$ cat src/rtl/period_measure_pkg.sv
// Notes on behaviour
// - period counter counts selected reference edges between two gate rising edges.
// - starting a measurement presets the counter output low.
// - counter waits idle for the first gate rising edge, then counts.
// - second gate rising edge copies the count into the hold register.
// - only gate rising edges matter; duty cycle has no effect.
// - count reaching 65535 before the second edge drives the output high.
// - reference clock chosen by codes 11 to 15, five decade-spaced sources.
// - frequency output equals chosen source divided by a 1 to 16 divider.
// - only the first chip drives its frequency output to the header.
// - separate comparator enables for counter 1 and counter 2.
// - enabled comparator output is high exactly while count equals alarm value.
// - time-of-day prescale of 5, 6 or 10 gives tenth-second steps.
package period_measure_pkg;

   // ------------------------------------------------------------------
   // register map
   // ------------------------------------------------------------------
   localparam logic [7:0] ADDR_CTRL = 8'h00;
   localparam logic [7:0] ADDR_STATUS = 8'h04;
   localparam logic [7:0] ADDR_HOLD = 8'h08;
   localparam logic [7:0] ADDR_MASTER = 8'h0c;
   localparam logic [7:0] ADDR_ALARM1 = 8'h10;
   localparam logic [7:0] ADDR_ALARM2 = 8'h14;
   localparam logic [7:0] ADDR_COUNT1 = 8'h18;
   localparam logic [7:0] ADDR_COUNT2 = 8'h1c;
   localparam logic [7:0] ADDR_TOD = 8'h20;

   // ------------------------------------------------------------------
   // field positions and reset values
   // ------------------------------------------------------------------
   localparam int CTRL_SEL_LSB = 0;
   localparam int CTRL_START_BIT = 4;
   localparam int STAT_WAIT_BIT = 0;
   localparam int STAT_COUNT_BIT = 1;
   localparam int STAT_DONE_BIT = 2;
   localparam int STAT_COUNT_OVERFLOW_ERROR_BIT = 3;
   localparam int MASTER_DIV_LSB = 0;
   localparam int MASTER_SRC_LSB = 4;
   localparam int MASTER_CMP1_BIT = 8;
   localparam int MASTER_CMP2_BIT = 9;
   localparam int MASTER_TOD_LSB = 10;
   localparam logic [3:0] REF_SEL_RST = 4'hb;
   localparam logic [3:0] FOUT_SRC_RST = 4'hb;
   localparam logic [3:0] FOUT_DIV_RST = 4'h0;
   localparam logic [1:0] TOD_MODE_RST = 2'h0;

   // ------------------------------------------------------------------
   // sources and counts
   // ------------------------------------------------------------------
   localparam int NUM_REFS = 5;
   localparam logic [3:0] REF_CODE_FIRST = 4'hb;
   localparam logic [3:0] REF_CODE_LAST = 4'hf;
   localparam logic [3:0] DECADE_LAST = 4'h9;
   localparam int CNT_W = 16;
   localparam logic [15:0] CNT_MAX = 16'hffff;
   localparam logic [3:0] TOD_DIV_50HZ = 4'h5;
   localparam logic [3:0] TOD_DIV_60HZ = 4'h6;
   localparam logic [3:0] TOD_DIV_100HZ = 4'ha;

   typedef enum logic [2:0]
   {
      ST_IDLE = 3'b000,
      ST_WAIT = 3'b001,
      ST_COUNT = 3'b010,
      ST_DONE = 3'b011,
      ST_OVF = 3'b100
   } meas_e;

   // raw asynchronous pins
   typedef struct packed
   {
      logic gate;
      logic osc;
      logic tot1;
      logic tot2;
      logic tod;
   } pins_s;

   // comparator and time-of-day outputs
   typedef struct packed
   {
      logic cmp1_out;
      logic cmp2_out;
      logic tod_tick;
   } alarm_out_s;

endpackage

$ cat src/rtl/decade_prescaler.sv
`timescale 1ns/10ps
module decade_prescaler
#(
   parameter int STAGES = 5
)
(
   input wire logic clk,
   input wire logic rst_n,
   input wire logic osc_edge,
   output logic [STAGES-1:0] ticks
);
   import period_measure_pkg::*;

   typedef struct packed
   {
      logic [STAGES-1:1][3:0] cnt;
   } pre_state_s;

   pre_state_s pre_ff;
   pre_state_s nxt_pre;

   // ------------------------------------------------------------------
   // tick chain, each stage one tenth of the one before
   // ------------------------------------------------------------------
   assign ticks[0] = osc_edge;

   for (genvar i = 1; i < STAGES; i++)
   begin : g_stage
      assign ticks[i] = ticks[i-1] && (pre_ff.cnt[i] == DECADE_LAST);
   end

   always_comb
   begin
      nxt_pre = pre_ff;
      for (int i = 1; i < STAGES; i++)
      begin
         if (ticks[i-1])
         begin
            nxt_pre.cnt[i] = (pre_ff.cnt[i] == DECADE_LAST) ? 4'h0 : pre_ff.cnt[i] + 4'h1;
         end
      end
   end

   always_ff @(posedge clk)
   begin
      if (!rst_n)
      begin
         pre_ff <= '0;
      end
      else
      begin
         pre_ff <= nxt_pre;
      end
   end

endmodule

$ cat src/rtl/period_measure_counter_config.sv
// Design decisions made here: the AHB-Lite slave port and the register offsets.
`timescale 1ns/10ps
module period_measure_counter_config
#(
   parameter int CHIP_INDEX = 1
)
(
   input wire logic clk,
   input wire logic rst_n,
   input wire logic hsel,
   input wire logic [31:0] haddr,
   input wire logic [1:0] htrans,
   input wire logic hwrite,
   input wire logic [2:0] hsize,
   input wire logic [31:0] hwdata,
   input wire logic hready,
   output logic [31:0] hrdata,
   output logic hreadyout,
   output logic hresp,
   input wire period_measure_pkg::pins_s pins,
   output logic period_out,
   output logic fout_pin,
   output logic fout_pin_en,
   output logic fout_tick,
   output period_measure_pkg::alarm_out_s alarms
);
   import period_measure_pkg::*;

   typedef struct packed
   {
      pins_s sync1;
      pins_s sync2;
      pins_s prev;
      meas_e state;
      logic [CNT_W-1:0] cnt;
      logic [CNT_W-1:0] hold;
      logic period_out;
      logic done;
      logic [3:0] ref_sel;
      logic [3:0] fout_src;
      logic [3:0] fout_div;
      logic [3:0] fout_cnt;
      logic fout;
      logic cmp1_on;
      logic cmp2_on;
      logic [1:0] tod_mode;
      logic [CNT_W-1:0] alarm1;
      logic [CNT_W-1:0] alarm2;
      logic [CNT_W-1:0] count1;
      logic [CNT_W-1:0] count2;
      logic cmp1;
      logic cmp2;
      logic [3:0] tod_pre;
      logic [31:0] tod_tenths;
      logic tod_tick;
      logic ap_valid;
      logic ap_write;
      logic [7:0] ap_addr;
      logic [31:0] rdata;
   } meas_state_s;

   meas_state_s st_ff;
   meas_state_s nxt_st;
   logic [NUM_REFS-1:0] ref_ticks;
   logic osc_rise;
   logic gate_rise;
   logic tot1_rise;
   logic tot2_rise;
   logic tod_rise;
   logic ref_tick;
   logic src_tick;
   logic wr_en;
   logic start_wr;

   // ------------------------------------------------------------------
   // helpers
   // ------------------------------------------------------------------
   // codes outside 11..15 select nothing, so an idle source never counts
   function automatic logic pick_tick(input logic [3:0] code, input logic [NUM_REFS-1:0] t);
      logic hit;
      hit = 1'b0;
      if (code >= REF_CODE_FIRST && code <= REF_CODE_LAST)
      begin
         hit = t[3'(code - REF_CODE_FIRST)];
      end
      return hit;
   endfunction

   function automatic logic [3:0] tod_limit(input logic [1:0] mode);
      logic [3:0] lim;
      unique case (mode)
         2'h0: lim = TOD_DIV_50HZ;
         2'h1: lim = TOD_DIV_60HZ;
         default: lim = TOD_DIV_100HZ;
      endcase
      return lim;
   endfunction

   function automatic logic [31:0] read_word(input meas_state_s v, input logic [7:0] addr);
      logic [31:0] w;
      w = 32'h0000_0000;
      case (addr)
         ADDR_CTRL: w[CTRL_SEL_LSB +: 4] = v.ref_sel;
         ADDR_STATUS:
         begin
            w[STAT_WAIT_BIT] = (v.state == ST_WAIT);
            w[STAT_COUNT_BIT] = (v.state == ST_COUNT);
            w[STAT_DONE_BIT] = v.done;
            w[STAT_COUNT_OVERFLOW_ERROR_BIT] = (v.state == ST_OVF);
         end
         ADDR_HOLD: w[CNT_W-1:0] = v.hold;
         ADDR_MASTER:
         begin
            w[MASTER_DIV_LSB +: 4] = v.fout_div;
            w[MASTER_SRC_LSB +: 4] = v.fout_src;
            w[MASTER_CMP1_BIT] = v.cmp1_on;
            w[MASTER_CMP2_BIT] = v.cmp2_on;
            w[MASTER_TOD_LSB +: 2] = v.tod_mode;
         end
         ADDR_ALARM1: w[CNT_W-1:0] = v.alarm1;
         ADDR_ALARM2: w[CNT_W-1:0] = v.alarm2;
         ADDR_COUNT1: w[CNT_W-1:0] = v.count1;
         ADDR_COUNT2: w[CNT_W-1:0] = v.count2;
         ADDR_TOD: w = v.tod_tenths;
         default: w = 32'h0000_0000;
      endcase
      return w;
   endfunction

   // ------------------------------------------------------------------
   // reference sources
   // ------------------------------------------------------------------
   assign osc_rise = st_ff.sync2.osc && !st_ff.prev.osc;

   decade_prescaler #(.STAGES(NUM_REFS)) u_prescaler
   (
      .clk(clk),
      .rst_n(rst_n),
      .osc_edge(osc_rise),
      .ticks(ref_ticks)
   );

   // ------------------------------------------------------------------
   // edge detection on synchronised pins
   // ------------------------------------------------------------------
   // falling edges are never looked at, so duty cycle cannot matter
   assign gate_rise = st_ff.sync2.gate && !st_ff.prev.gate;
   assign tot1_rise = st_ff.sync2.tot1 && !st_ff.prev.tot1;
   assign tot2_rise = st_ff.sync2.tot2 && !st_ff.prev.tot2;
   assign tod_rise = st_ff.sync2.tod && !st_ff.prev.tod;
   assign ref_tick = pick_tick(st_ff.ref_sel, ref_ticks);
   assign src_tick = pick_tick(st_ff.fout_src, ref_ticks);
   assign wr_en = st_ff.ap_valid && st_ff.ap_write;
   assign start_wr = wr_en && (st_ff.ap_addr == ADDR_CTRL) && hwdata[CTRL_START_BIT];

   // ------------------------------------------------------------------
   // next state
   // ------------------------------------------------------------------
   always_comb
   begin
      nxt_st = st_ff;
      nxt_st.sync1 = pins;
      nxt_st.sync2 = st_ff.sync1;
      nxt_st.prev = st_ff.sync2;
      nxt_st.fout = 1'b0;
      nxt_st.tod_tick = 1'b0;

      // register writes in the data phase
      if (wr_en)
      begin
         case (st_ff.ap_addr)
            ADDR_CTRL: nxt_st.ref_sel = hwdata[CTRL_SEL_LSB +: 4];
            ADDR_MASTER:
            begin
               nxt_st.fout_div = hwdata[MASTER_DIV_LSB +: 4];
               nxt_st.fout_src = hwdata[MASTER_SRC_LSB +: 4];
               nxt_st.cmp1_on = hwdata[MASTER_CMP1_BIT];
               nxt_st.cmp2_on = hwdata[MASTER_CMP2_BIT];
               nxt_st.tod_mode = hwdata[MASTER_TOD_LSB +: 2];
            end
            ADDR_ALARM1: nxt_st.alarm1 = hwdata[CNT_W-1:0];
            ADDR_ALARM2: nxt_st.alarm2 = hwdata[CNT_W-1:0];
            ADDR_COUNT1: nxt_st.count1 = hwdata[CNT_W-1:0];
            ADDR_COUNT2: nxt_st.count2 = hwdata[CNT_W-1:0];
            default: nxt_st.done = st_ff.done;
         endcase
      end

      // period measurement
      if (start_wr)
      begin
         nxt_st.period_out = 1'b0;
         nxt_st.cnt = '0;
         nxt_st.done = 1'b0;
         nxt_st.state = ST_WAIT;
      end
      else
      begin
         unique case (st_ff.state)
            ST_IDLE, ST_DONE, ST_OVF: nxt_st.state = st_ff.state;
            ST_WAIT:
            begin
               if (gate_rise)
               begin
                  nxt_st.state = ST_COUNT;
               end
            end
            ST_COUNT:
            begin
               if (gate_rise)
               begin
                  nxt_st.hold = st_ff.cnt;
                  nxt_st.done = 1'b1;
                  nxt_st.state = ST_DONE;
               end
               else if (ref_tick)
               begin
                  nxt_st.cnt = st_ff.cnt + 16'h0001;
                  if (st_ff.cnt == CNT_MAX - 16'h0001)
                  begin
                     nxt_st.period_out = 1'b1;
                     nxt_st.state = ST_OVF;
                  end
               end
            end
            default: nxt_st.state = ST_IDLE;
         endcase
      end

      // frequency output generator, divider field holds divide-by minus one
      if (src_tick)
      begin
         if (st_ff.fout_cnt == st_ff.fout_div)
         begin
            nxt_st.fout_cnt = 4'h0;
            nxt_st.fout = 1'b1;
         end
         else
         begin
            nxt_st.fout_cnt = st_ff.fout_cnt + 4'h1;
         end
      end

      // totalizers with alarm comparators
      if (tot1_rise)
      begin
         nxt_st.count1 = nxt_st.count1 + 16'h0001;
      end
      if (tot2_rise)
      begin
         nxt_st.count2 = nxt_st.count2 + 16'h0001;
      end
      nxt_st.cmp1 = nxt_st.cmp1_on && (nxt_st.count1 == nxt_st.alarm1);
      nxt_st.cmp2 = nxt_st.cmp2_on && (nxt_st.count2 == nxt_st.alarm2);

      // time of day, a prescale change mid-count may stretch one step
      if (tod_rise)
      begin
         if (st_ff.tod_pre >= tod_limit(st_ff.tod_mode) - 4'h1)
         begin
            nxt_st.tod_pre = 4'h0;
            nxt_st.tod_tenths = st_ff.tod_tenths + 32'h0000_0001;
            nxt_st.tod_tick = 1'b1;
         end
         else
         begin
            nxt_st.tod_pre = st_ff.tod_pre + 4'h1;
         end
      end

      // address phase capture; read data sees this cycle's write
      nxt_st.ap_valid = hsel && htrans[1] && hready;
      nxt_st.ap_write = hwrite;
      nxt_st.ap_addr = haddr[7:0];
      if (hsel && htrans[1] && hready && !hwrite)
      begin
         nxt_st.rdata = read_word(nxt_st, haddr[7:0]);
      end
   end

   always_ff @(posedge clk)
   begin
      if (!rst_n)
      begin
         st_ff <= '0;
         st_ff.ref_sel <= REF_SEL_RST;
         st_ff.fout_src <= FOUT_SRC_RST;
         st_ff.fout_div <= FOUT_DIV_RST;
         st_ff.tod_mode <= TOD_MODE_RST;
         st_ff.state <= ST_IDLE;
      end
      else
      begin
         st_ff <= nxt_st;
      end
   end

   // ------------------------------------------------------------------
   // outputs
   // ------------------------------------------------------------------
   assign hrdata = st_ff.rdata;
   assign hreadyout = 1'b1;
   assign hresp = 1'b0;
   assign period_out = st_ff.period_out;
   assign fout_tick = st_ff.fout;
   // second chip keeps its frequency output internal
   assign fout_pin = (CHIP_INDEX == 1) ? st_ff.fout : 1'b0;
   assign fout_pin_en = (CHIP_INDEX == 1);
   assign alarms = '{cmp1_out: st_ff.cmp1, cmp2_out: st_ff.cmp2, tod_tick: st_ff.tod_tick};
endmodule

$ cat config.mk
export PLATFORM = sky130hd
export DESIGN_NAME = period_measure_counter_config
export DESIGN_NICKNAME = d
export VERILOG_FILES = /design/src/rtl/period_measure_pkg.sv /design/src/rtl/decade_prescaler.sv /design/src/rtl/period_measure_counter_config.sv
export SDC_FILE = /design/constraint.sdc
export NUM_CORES = 1
export LEC_CHECK = 0
export BUFFER_PORTS_ARGS = -buffer_cell sky130_fd_sc_hd__buf_2
export CAP_MARGIN = 20
export CORE_MARGIN = 1.5
export CORE_UTILIZATION = 40
export DETAILED_ROUTE_END_ITERATION = 6
export GPL_TIMING_DRIVEN = 0
export PLACE_DENSITY = 0.67
export SLEW_MARGIN = 25
export SYNTH_ARGS = -nofsm -noshare
export SYNTH_HDL_FRONTEND = slang
export SYNTH_HIERARCHICAL = 1
export SYNTH_SLANG_ARGS = --single-unit
$ cat constraint.sdc
create_clock -name clk -period 3.3 [get_ports clk]
set_clock_uncertainty 0.15 [all_clocks]
set_input_delay 0.33 -clock clk [delete_from_list [all_inputs] [get_ports clk]]
set_output_delay 0.33 -clock clk [all_outputs]
set_load 0.01 [all_outputs]
==> Yosys cells after proc, flatten, opt, wreduce, memory -nomap -nowiden <==
Cells that the tools add are included.
W data, S select, Z words.
{ "totals": {"input_bits": 79, "register_bits": 234} }
{ "op_classes": {"reduce_logical": 35, "n_eq_ne": 29, "muxes": 47, "order_cmp": 7, "n_addsub": 13, "bitwise_logic": 2} }
{ "ops": {"columns": ["op", "count"], "rows": [
  ["$mux W16", 10],
  ["$mux W68", 1],
  ["$mux W33", 2],
  ["$eq A8 B5 Y1 const B", 8],
  ["$pmux W8 S7", 1],
  ["$add A16 B1 Y16 const B", 3],
  ["$mux W19", 2],
  ["$mux W4", 9],
  ["$pmux W4 S9", 1],
  ["$mux W34", 1],
  ["$add A32 B1 Y32 const B", 1],
  ["$eq A16 B16 Y1", 2],
  ["$add A4 B1 Y4 const B", 6],
  ["$eq A8 B4 Y1 const B", 3],
  ["$pmux W4 S6", 1],
  ["$logic_and A1 B1 Y1", 19],
  ["$eq A16 B16 Y1 const B", 1],
  ["$eq A4 B4 Y1 const B", 4],
  ["$logic_not A8 Y1", 2],
  ["$mux W12", 1],
  ["$mux W1", 10],
  ["$eq A3 B2 Y1 const B", 3],
  ["$mux W3", 3],
  ["$pmux W3 S3", 1],
  ["other kinds (24)", 38]
]} }

==> Logic depth before layout (Yosys ltp) <==
{ "logic_depth": {"ltp_word": 15, "depth_mapped": 16} }

==> Modules after synthesis <==
Netlist, hierarchy kept.
{ "by_module_without_submodules": {"columns": ["mod", "area_each_um2", "instances", "cells_each"], "rows": [
  ["period_measure_counter_config", 11436.0, 1, 1304],
  ["decade_prescaler", 858.3, 1, 93]
]} }

==> Least setup slack after synthesis <==
Ideal clock, no wire load.
{ "synth_path": {"path_type": "reg2reg", "from": "register st_ff, in the netlist nxt_st[206]", "to": "register st_ff, in the netlist hrdata[3]", "setup_time_ns": 0.059, "t_arrival_ns": 3.025, "n_path_buf": 0, "path_slack_ns": 0.066, "stages_incl_launch_ff": 13, "cell_sequence": "dfxtp_1 -> nor2b_1 -> nand4b_1 -> nor4_4 -> and3b_1 -> and4b_1 -> a211oi_1 -> nor2_1 -> or4b_4 -> or3b_1 -> a211oi_2 -> a22oi_1 -> nand2_1"} }
{ "synth_between": {"elab_chain_cells": 14} }
{ "synth_rtl": {"columns": ["element", "line_no", "source"], "rows": [
  ["start, declared", "period_measure_counter_config.sv:62", "meas_state_s st_ff;"],
  ["start signal, assigned", "period_measure_counter_config.sv:294", "st_ff <= nxt_st;"],
  ["$logic_and A1 B1 Y1", "period_measure_counter_config.sv:133", "assign osc_rise = st_ff.sync2.osc && !st_ff.prev.osc;"],
  ["via osc_rise", "period_measure_counter_config.sv:65", "logic osc_rise;"],
  ["$logic_and A1 B1 Y1 (4 in a row)", "decade_prescaler.sv:29", "assign ticks[i] = ticks[i-1] && (pre_ff.cnt[i] == DECADE_LAST);"],
  ["via ref_ticks[4]", "period_measure_counter_config.sv:64", "logic [NUM_REFS-1:0] ref_ticks;"],
  ["$bmux W1 S3", "period_measure_counter_config.sv:84", "hit = t[3'(code - REF_CODE_FIRST)];"],
  ["$mux W1 (implied by the code)", "period_measure_counter_config.sv:84", null],
  ["$mux W1", "period_measure_counter_config.sv:82", "if (code >= REF_CODE_FIRST && code <= REF_CODE_LAST)"],
  ["$mux W19", "period_measure_counter_config.sv:216", "else if (ref_tick)"],
  ["$mux W3", "period_measure_counter_config.sv:210", "if (gate_rise)"],
  ["$pmux W3 S3", "period_measure_counter_config.sv:199", "unique case (st_ff.state)"],
  ["$mux W19", "period_measure_counter_config.sv:190", "if (start_wr)"],
  ["$eq A3 B3 Y1", "period_measure_counter_config.sv:109", "w[STAT_COUNT_OVERFLOW_ERROR_BIT] = (v.state == ST_OVF);"],
  ["$pmux W4 S9", "period_measure_counter_config.sv:102", "case (addr)"]
]} }
The timed path passes the listed nets, and every way through them passes these cells. The select of a mux whose other input is x is not followed.
A chain may end at the register's enable or synchronous reset.

==> Worst setup path in the final report <==
{ "layout_path": {"from": "register st_ff[33] (netlist name)", "to": "register st_ff, in the netlist alarms[1]"} }
{ "layout_between": {"elab_chain_cells": 7, "word_cells_on_any_way": 11, "cone_classes": "add/sub: 1; eq/ne: 4; mux: 5; reduce/logical: 1"} }
{ "layout_rtl": {"columns": ["element", "line_no", "source"], "rows": [
  ["$eq A8 B5 Y1", "period_measure_counter_config.sv:171", "case (st_ff.ap_addr)"],
  ["$mux W16", "period_measure_counter_config.sv:171", null],
  ["$mux W68 (*)", "period_measure_counter_config.sv:169", "if (wr_en)"],
  ["$add A16 B1 Y16", "period_measure_counter_config.sv:251", "nxt_st.count2 = nxt_st.count2 + 16'h0001;"],
  ["$mux W16", "period_measure_counter_config.sv:249", "if (tot2_rise)"],
  ["$eq A16 B16 Y1", "period_measure_counter_config.sv:254", "nxt_st.cmp2 = nxt_st.cmp2_on && (nxt_st.count2 == nxt_st.alarm2);"],
  ["$logic_and A1 B1 Y1 (*)", "period_measure_counter_config.sv:254", null]
]} }
Every way passes the cells marked *; elsewhere a longest branch is shown, timed or not.

==> flow_metrics.tcl <==
set metrics [dict create \
    finalWorstSetupSlack_ns -0.3022 \
    synth_edf_count 0 \
    p_leak_uw 0.006054 \
    critical_path_class "reg -> reg" \
    fill_cells 2878 \
    cts-htree-levels 1 \
    critical_path.slowest_cell "o31ai_1" \
    report.final.setup_viol 4 \
    p_switching_uw 1394 \
    drtPass1Iterations 5 \
    coreArea_sq_mm 0.03043 \
    yosysTopAreaCell "dfxtp_1" \
    wl_per_cell_microns 18.48 \
    report.final.slew_viol_count 0 \
    netlist_instances 1397 \
    clock_latency_ns 0.54 \
    drive_gt1_frac 0.1921 \
    ant_nets 0 \
    dp_hpwl_microns 27180 \
    maxCapViolCount 0 \
    die_area_sq_mm 0.03180 \
    yosys_warnings 6 \
    path_cells "nor4b_4 -> buf_4 -> buf_4 -> buf_4 -> buf_4 -> nand4_1 -> buf_2 -> mux2i_1 -> xor2_1 -> o31ai_1 -> nand3_1 -> nor4b_2" \
    async_flop_share 0 \
    yosysSeqAreaShare 0.3810 \
    intPower_uw 4693 \
    worstSetupStartpoint "st_ff[33]" \
    avgSynthCellArea_sq_um 8.800 \
    grt_usage 0.2256 \
    tritoncts "done" \
    start_util 0.4040 \
    status "finished, violations left" \
    fp-row-count 64 \
    vias 10560 \
    cts_buffer_depth 3 \
    period_share 1.092 \
    hp-start "hready" \
    netlist_top_cells_count "dfxtp_1, nor2_1, nand2_1" \
    cp.required_ns 3.59 \
    crit_path_frequent_cell "buf_4" \
    layout_min_cycle_time_ns 3.602 \
    overflow 0 \
    maxSlewHeadroom 0.4249 \
    nets 1623 \
    antenna_found_initial 2 \
    syn_area_sq_mm 0.01229 \
    hold_path_class "in -> reg" \
    violations "negative setup slack" \
    viasPerCell 5.421 \
    drc 0 \
    synth_cell_type_count 92 \
    die_y_microns 178.3 \
    end_kind "flip-flop" \
    synth_top_area_frac 0.3810 \
    rsz0062_at_grt "true" \
    dpl_worst_slack_ns -0.8773 \
    start_kind "flip-flop" \
    gp_congestion 0.9266 \
    clockRootBuffer "clkbuf_16" \
    grt_pass1_wl_microns 55350 \
    ys.flop_type "dfxtp_1" \
    worst_pin_slew_ns 0.8626 \
    path_clk_slew_ns 0.06 \
    grt_pass1_vias 9993 \
    die_w_microns 178.3 \
    cpPeakStageDelay_ns 0.55 \
    areaGrowthSynthToFinish_pct 18.96 \
    portBuffers 59 \
    utilization 0.4806 \
    wl_microns 35990 \
    rr_startpoint "st_ff[33]" \
    clkPwrFrac 0.483 \
    yosys.cell_count.top_type "dfxtp_1" \
    diodes 0 \
    grt_max_degree 14 \
    fmax_mhz 277.6 \
    drt_iter0_markers 917 \
    ir_drop_v 0.0002872 \
    cts_made_buffers 26 \
    synth_area_leaders "dfxtp_1, mux2i_1, xnor2_1" \
    io-pin-count 120 \
    cts_sinks 234 \
    power_frac_comb 0.047 \
    synth.ff_latch_count 234 \
    p_sw_frac 0.2290 \
    pwr-share-seq 0.470 \
    tns_ns -0.6312 \
    power.density_mw_per_mm2 416.2 \
    arrival_ns 3.89 \
    finalHoldViolCount 0 \
    crit_fanout 10 \
]
[what timing repair did]
item	4_1_cts	5_1_grt
gates resized for setup	44	27
hold buffers	15	0
buffers inserted	22	12
endpoints found under the hold margin	15	0
pin swaps	16	22
endpoints found under the setup margin	32	23
[flip-flops by register name, indices dropped and copies added, names as in the netlist]
signal and cells:
st_ff 171, hrdata 32, u_prescaler/pre_ff 16, nxt_st 10, alarms 3, fout_pin 1
period_out 1
[logic make-up (layout without fill, tap and decap cells)]
group / count (synthesis) / count (layout) / share of synthesized area
AO/OA/AOI/OAI: 172 / 172 / 0.09180
multiplexers: 99 / 99 / 0.08477
flip-flops: 234 / 234 / 0.3810
AND/OR/NAND/NOR: 589 / 589 / 0.2574
other: 2 / 4 / 0.0006109
XOR/XNOR: 154 / 154 / 0.1097
adder cells (fa/ha/maj): 13 / 13 / 0.01323
buffers and inverters: 134 / 286 / 0.06147
[power by group through the flow]
stage / sequential [uW] / combinational (uW) / clock [uW]
after CTS: 2860 / 277 / 2970
after global placement: 2920 / 250 / 0
after floorplan: 2920 / 158 / 0
final: 2860 / 284 / 2940
after detailed placement: 2920 / 253 / 0
after global routing: 2860 / 305 / 3080
[worst max-delay path, delay by kind of cell (launching register included)]
kind	cells	cell delay (ns)
xor+xnor	1	0.13
flops	1	0.32
simple gates	4	1.08
compound gates	1	0.55
mux	1	0.49
buf+inv	5	0.78
[final timing paths]
path	end	slack, ns	cells past startpoint
max	alarms[1]	-0.30	12
min reg2reg	nxt_st[206]	0.28	1
max reg2reg	alarms[1]	-0.30	12
min	st_ff[41]	0.01	3
[per-stage QoR]
stage               cell area (sq um)  hold WS [ns]  power (uW)  cells
global placement                13090        0.2650        3173   1854
detailed placement              13090        0.2695        3177   1854
CTS                             14490     0.0004218        6109   1938
finish                          14630       0.01293        6088   1947
floorplan                       12300        0.2619        3077   1399
global route                    14630       0.01381        6252   1947
[placed cells by master, fill, tap and decap left out, types with 8 or more instances in the layout]
cell	count
dfxtp_1	229
nand3_1	42
xor2_1	67
nand2b_1	12
clkbuf_1	45
nand2_1	107
or3_1	10
inv_1	22
and3_1	12
clkbuf_16	27
buf_6	10
nor4_1	9
a21oi_1	23
o21ai_0	47
nor2b_1	15
and2_1	66
clkbuf_8	8
o22ai_1	16
o211ai_1	8
buf_4	76
nor2_1	185
nand4_1	26
dlygate4sd3_1	15
ha_1	11
buf_2	70
a21oi_2	11
mux2i_1	78
nor3_1	22
mux2i_2	11
xnor2_1	85
[layout make-up]
class | count | area [sq um] | area share
multi-input cells | 1031 | 7126 | 0.4872
flip-flops and latches | 234 | 4691 | 0.3207
clock buffers | 39 | 800.8 | 0.05475
repair buffers | 108 | 708.2 | 0.04842
plain buffers | 106 | 638.1 | 0.04363
well taps | 396 | 495.5 | 0.03388
inverters | 24 | 90.09 | 0.006160
clock inverters | 9 | 76.32 | 0.005219
[layer usage]
layer,GRT usage,part of all wire,up-vias
li1,-,-,5043
met2,0.3687,0.46,337
met5,0,0.00033,-
met4,0.07986,0.034,2
met1,0.3020,0.44,5082
met3,0.03431,0.067,91
(Power assumes the default switching activity.)
